[config.mk]
export PLATFORM = sky130hd
export DESIGN_NAME = eism_ext_irq_source_mux
export DESIGN_NICKNAME = d
export VERILOG_FILES = /design/src/hdl/eism_ext_irq_source_mux.v
export VERILOG_INCLUDE_DIRS = /design/src /design/src/hdl
export SDC_FILE = /design/constraint.sdc
export NUM_CORES = 1
export LEC_CHECK = 0
export ABC_CLOCK_PERIOD_IN_PS = 3300
export BUFFER_PORTS_ARGS = -buffer_cell sky130_fd_sc_hd__buf_2
export CORE_UTILIZATION = 49
export CTS_CLUSTER_SIZE = 28
export DETAILED_ROUTE_END_ITERATION = 16
export PLACE_DENSITY = 0.75
export SYNTH_ARGS = -nofsm -noshare
export SYNTH_HDL_FRONTEND = slang
export SYNTH_SLANG_ARGS = --single-unit
[constraint.sdc]
create_clock -name clk_i -period 3.3 [get_ports clk_i]
set_clock_uncertainty 0.05 [all_clocks]
set_input_delay 0 -clock clk_i [delete_from_list [all_inputs] [get_ports clk_i]]
set_output_delay 0 -clock clk_i [all_outputs]
set_load 0.005 [all_outputs]
[src/hdl/eism_map.vh]
/*
  Register offsets, field layout, reset values and source codes for the
  external interrupt source selector.
  Assumes a 32-bit classic Wishbone slave with byte addressing.
*/
`ifndef EISM_MAP_VH
`define EISM_MAP_VH

// ==========================================================================
// register offsets (byte addresses)
`define EISM_OFS_SEL_0_3 8'h08
`define EISM_OFS_SEL_4_7 8'h0C
`define EISM_OFS_SEL_8_11 8'h10

// ==========================================================================
// field layout and reset
`define EISM_FIELD_W 4
`define EISM_LINES_PER_REG 4
`define EISM_NUM_LINES 12
`define EISM_USED_BITS 16
`define EISM_SEL_RESET 16'h0000

// ==========================================================================
// source codes
`define EISM_CODE_PORT_A 4'h0
`define EISM_CODE_PORT_B 4'h1
`define EISM_CODE_PORT_F 4'h5

// lines with a port F source: 0, 1, 2, 6, 7
`define EISM_PORT_F_LINES 12'h0C7

`endif

[src/hdl/eism_ext_irq_source_mux.v]
/*
  External interrupt source selector: three selector registers on a classic
  Wishbone slave, and a per-line pin multiplexer feeding the interrupt
  controller.
  Assumes port pins are asynchronous to clk_i and the interrupt controller
  samples ext_irq_line_o on clk_i.
*/
// Implementation choice: register access over Wishbone.
`timescale 1ns/10ps
`default_nettype none
`include "eism_map.vh"

module eism_ext_irq_source_mux (
  input wire clk_i,
  input wire rst_i,
  input wire cyc_i,
  input wire stb_i,
  input wire we_i,
  input wire [7:0] adr_i,
  input wire [3:0] sel_i,
  input wire [31:0] dat_i,
  output reg [31:0] dat_o,
  output reg ack_o,
  output reg err_o,
  input wire [11:0] port_a_pin_i,
  input wire [11:0] port_b_pin_i,
  input wire [11:0] port_f_pin_i,
  output reg [11:0] ext_irq_line_o
);

  // ========================================================================
  // pin synchronisers
  reg [11:0] pa_meta_q;
  reg [11:0] pa_sync_q;
  reg [11:0] pb_meta_q;
  reg [11:0] pb_sync_q;
  reg [11:0] pf_meta_q;
  reg [11:0] pf_sync_q;

  always @(posedge clk_i) begin
    if (rst_i) begin
      pa_meta_q <= 12'h000;
      pa_sync_q <= 12'h000;
      pb_meta_q <= 12'h000;
      pb_sync_q <= 12'h000;
      pf_meta_q <= 12'h000;
      pf_sync_q <= 12'h000;
    end else begin
      pa_meta_q <= port_a_pin_i;
      pa_sync_q <= pa_meta_q;
      pb_meta_q <= port_b_pin_i;
      pb_sync_q <= pb_meta_q;
      pf_meta_q <= port_f_pin_i;
      pf_sync_q <= pf_meta_q;
    end
  end

  // ========================================================================
  // selector registers
  reg [15:0] sel_0_3_q;
  reg [15:0] sel_4_7_q;
  reg [15:0] sel_8_11_q;
  wire req = cyc_i & stb_i & ~ack_o & ~err_o;
  wire hit_0 = (adr_i == `EISM_OFS_SEL_0_3);
  wire hit_1 = (adr_i == `EISM_OFS_SEL_4_7);
  wire hit_2 = (adr_i == `EISM_OFS_SEL_8_11);
  wire hit = hit_0 | hit_1 | hit_2;

  // byte-lane merge; upper lanes have no storage
  function [15:0] merge;
    input [15:0] old;
    input [31:0] wd;
    input [3:0] be;
    begin
      merge[7:0] = be[0] ? wd[7:0] : old[7:0];
      merge[15:8] = be[1] ? wd[15:8] : old[15:8];
    end
  endfunction

  always @(posedge clk_i) begin
    if (rst_i) begin
      sel_0_3_q <= `EISM_SEL_RESET;
      sel_4_7_q <= `EISM_SEL_RESET;
      sel_8_11_q <= `EISM_SEL_RESET;
    end else if (req & we_i) begin
      if (hit_0)
        sel_0_3_q <= merge(sel_0_3_q, dat_i, sel_i);
      if (hit_1)
        sel_4_7_q <= merge(sel_4_7_q, dat_i, sel_i);
      if (hit_2)
        sel_8_11_q <= merge(sel_8_11_q, dat_i, sel_i);
    end
  end

  // ========================================================================
  // bus answer: one wait-free ack/err in the cycle after the request
  reg [15:0] rd_mux;
  always @* begin
    rd_mux = 16'h0000;
    if (hit_0)
      rd_mux = sel_0_3_q;
    else if (hit_1)
      rd_mux = sel_4_7_q;
    else if (hit_2)
      rd_mux = sel_8_11_q;
  end

  always @(posedge clk_i) begin
    if (rst_i) begin
      ack_o <= 1'b0;
      err_o <= 1'b0;
      dat_o <= 32'h0000_0000;
    end else begin
      ack_o <= req & hit;
      err_o <= req & ~hit;
      // upper bits read zero; leaves them unstored
      dat_o <= (req & hit & ~we_i) ? {16'h0000, rd_mux} : 32'h0000_0000;
    end
  end

  // ========================================================================
  // source selection per line
  wire [47:0] all_sel = {sel_8_11_q, sel_4_7_q, sel_0_3_q};
  // a macro literal cannot be bit-selected, so give it a name first
  localparam [11:0] PORT_F_LINES = `EISM_PORT_F_LINES;
  reg [11:0] line_d;
  reg [3:0] code;
  integer n;

  always @* begin
    line_d = 12'h000;
    code = 4'h0;
    for (n = 0; n < `EISM_NUM_LINES; n = n + 1) begin
      code = all_sel[n*`EISM_FIELD_W +: `EISM_FIELD_W];
      case (code)
        `EISM_CODE_PORT_A: line_d[n] = pa_sync_q[n];
        `EISM_CODE_PORT_B: line_d[n] = pb_sync_q[n];
        `EISM_CODE_PORT_F: line_d[n] = pf_sync_q[n] & PORT_F_LINES[n];
        default: line_d[n] = 1'b0;
      endcase
    end
  end

  always @(posedge clk_i) begin
    if (rst_i)
      ext_irq_line_o <= 12'h000;
    else
      ext_irq_line_o <= line_d;
  end

endmodule // eism_ext_irq_source_mux
`default_nettype wire

==> results.json <==
{
  "fmax_ghz": 0.405,
  "required_ns": 3.60,
  "synth.distinct_cells": 30,
  "die_height_um": 104,
  "gp_congestion": 0.767,
  "synth_area_mm2": 0.00506,
  "cts.sinks": 136,
  "synthArstFlopShare": 0,
  "drt_iter0_drc": 176,
  "antenna_found_initial": 0,
  "syn2layout_area_growth_pct": 30.8,
  "hpwl_um": 6370,
  "ir_worst_vdd_uv": 301,
  "min_period_over_period": 0.749,
  "die-area_mm2": 0.0107,
  "path_delay_family": "simple AND/OR/NAND/NOR gates",
  "rows": 36,
  "fin_setup_tns_ns": 0,
  "critical_path_class": "reg2reg",
  "firstDrtPassIters": 4,
  "postCtsSetupBuffers": 0,
  "track_usage": 0.203,
  "critPathMaxStageDelay_ns": 0.85,
  "cts_root_buffer": "clkbuf_8",
  "power.leakage_uw": 0.00288,
  "routed_wl_um": 10300,
  "clk_pin_slew_ns": 0.06,
  "crit_path_start_kind": "register",
  "status": "finished clean",
  "synth_area_leaders": "dfxtp_1 54%, mux2i_1 11%, nor2b_1 7.4%, nand2b_1 4.1%, nor2_1 3.3%",
  "grt_pass1_vias": 3677,
  "ios": 131,
  "via_per_inst": 4.90,
  "grt_pass1_wl_um": 17100,
  "yosysWarnings": 0,
  "cts_max_level": 4,
  "synth_commonest_cells": "136 x dfxtp_1, 60 x nor2b_1, 55 x mux2i_1",
  "cp_max_fo": 9,
  "wire_per_inst_um": 13.5,
  "drive_above_1_share": 0.213,
  "grt_max_degree": 138,
  "fin_crit_ns": 2.47,
  "slew_headroom": 0.213,
  "worstSkewPairLatency_ns": 0.51,
  "die_x_um": 104,
  "maxCapViolCount": 0,
  "cp_num_buf_inv": 0,
  "grt_overflow_total": 0,
  "port-buffer-count": 89,
  "p_per_area_mw_per_mm2": 566,
  "syn_inst": 482,
  "cts_tree": "yes",
  "diodes": 0,
  "synth_top_area_cell": "dfxtp_1",
  "synth.avg_cell_area_um2": 10.5,
  "drc": 0,
  "synth-seq-cells": 136,
  "synth_edf_count": 0,
  "finalSetupViolations": 0,
  "path_cells": "or4bb_1 > nor4_4 > mux2i_1 > nor2_1",
  "vias": 3730,
  "place_worst_setup_slack_ns": 0.836,
  "start_util": 0.510,
  "core-area_mm2": 0.00991,
  "synth-main-ff-cell": "dfxtp_1",
  "finalNetCount": 700,
  "rsz0062_at_grt": "no",
  "worstMarginPinSlew_ns": 1.18,
  "synth_seq_area_share": 0.538,
  "hold_viol": 0,
  "hold_class": "in2reg",
  "ant_nets": 0,
  "crit_slowest_cell": "nor4_4",
  "netlist.area_leader.share": 0.538,
  "cp.arrival_ns": 2.77,
  "crit_path_end_kind": "register",
  "clock_path_buffers": 2,
  "slew_viol_final": 0,
  "numCtsBuffers": 17,
  "synth_most_common_cell": "dfxtp_1",
  "fin_ws_ns": 0.830
}
[power breakdown]
part / switching, µW / internal, µW / leakage, µW
Sequential: 8.35 / 1680 / 0.00111
Combinational: 96.3 / 110 / 0.00149
Clock: 639 / 1210 / 0.000286
Total: 744 / 3000 / 0.00288
[registers in the layout, summed over array words and instances, names as in the netlist]
register,flops
ack_o,1
dat_o,16
err_o,1
ext_irq_line_o,12
pa_meta_q,12
pa_sync_q,12
pb_meta_q,12
pb_sync_q,12
pf_meta_q,5
pf_sync_q,5
sel_0_3_q,16
sel_4_7_q,16
sel_8_11_q,16
[cell usage in the layout, fill, tap and decap left out, drive strengths merged]
master / instances
mux2: 5
clkinvlp: 1
or4b: 1
a21oi: 16
nor3: 2
nand3b: 1
nand2: 19
clkinv: 3
or4: 10
bufinv: 3
nor2b: 60
nor3b: 1
a211o: 1
buf: 92
a22oi: 5
or3: 1
dlygate4sd3: 52
nor2: 45
nand2b: 33
mux2i: 55
dfxtp: 136
o211a: 16
conb: 16
or3b: 1
nand4bb: 1
nor4: 10
o21ai: 16
or4bb: 1
clkbuf: 25
[cell type report]
cell class              instances  area [µm²]
multi-input cells             316        2140
clock buffers                  25         474
well taps                     133         166
repair buffers                144         991
flip-flops and latches        136        2720
fillers                       794        3300
clock inverters                 7         116
[what timing repair did]
action                                 in CTS  in global routing
resized for setup                           0                  0
hold buffers                               52                  0
endpoints found under the hold margin      95                  0
[per-layer routing]
metal	vias up	global-route usage	routed length, µm
li1	1864	-	-
met1	1702	0.244	4550
met2	148	0.321	4830
met3	16	0.0598	693
met4	0	0.124	201
met5	-	0	0
[worst reg2reg max path, stage by stage (launching register included)]
cell	delay, ns
dfxtp_1	0.30
or4bb_1	0.77
nor4_4	0.85
mux2i_1	0.29
nor2_1	0.05
[cells by family after synthesis]
family | synth area share
AOI/OAI and AO/OA | 0.0725
buffers and inverters | 0.0497
DFF | 0.538
muxes | 0.120
other | 0.000741
and+or+nand+nor | 0.219
[path summary, 6_finish.rpt]
path / start / to / slack (ns) / cells past startpoint
worst min-delay path: adr_i[0] / sel_4_7_q[13] / 0.03 / 5
worst min register to register: pa_meta_q[9] / pa_sync_q[9] / 0.38 / 1
worst max register to register: ack_o / sel_4_7_q[2] / 0.83 / 4
worst max-delay path: ack_o / sel_4_7_q[2] / 0.83 / 4
[through the flow]
step / instances / hold WS, ns / util / power (µW) / area, µm²
floorplan: 497 / 0.0782 / - / 1830 / 5110
global placement: 677 / 0.159 / 0.555 / 1880 / 5500
detailed placement: 677 / 0.162 / 0.555 / 1880 / 5500
CTS: 761 / 0.00956 / 0.667 / 3780 / 6610
global route: 761 / 0.0448 / 0.667 / 3900 / 6610
finish: 761 / 0.0347 / 0.667 / 3740 / 6610
Note: power is estimated with default switching activity, not from simulation.
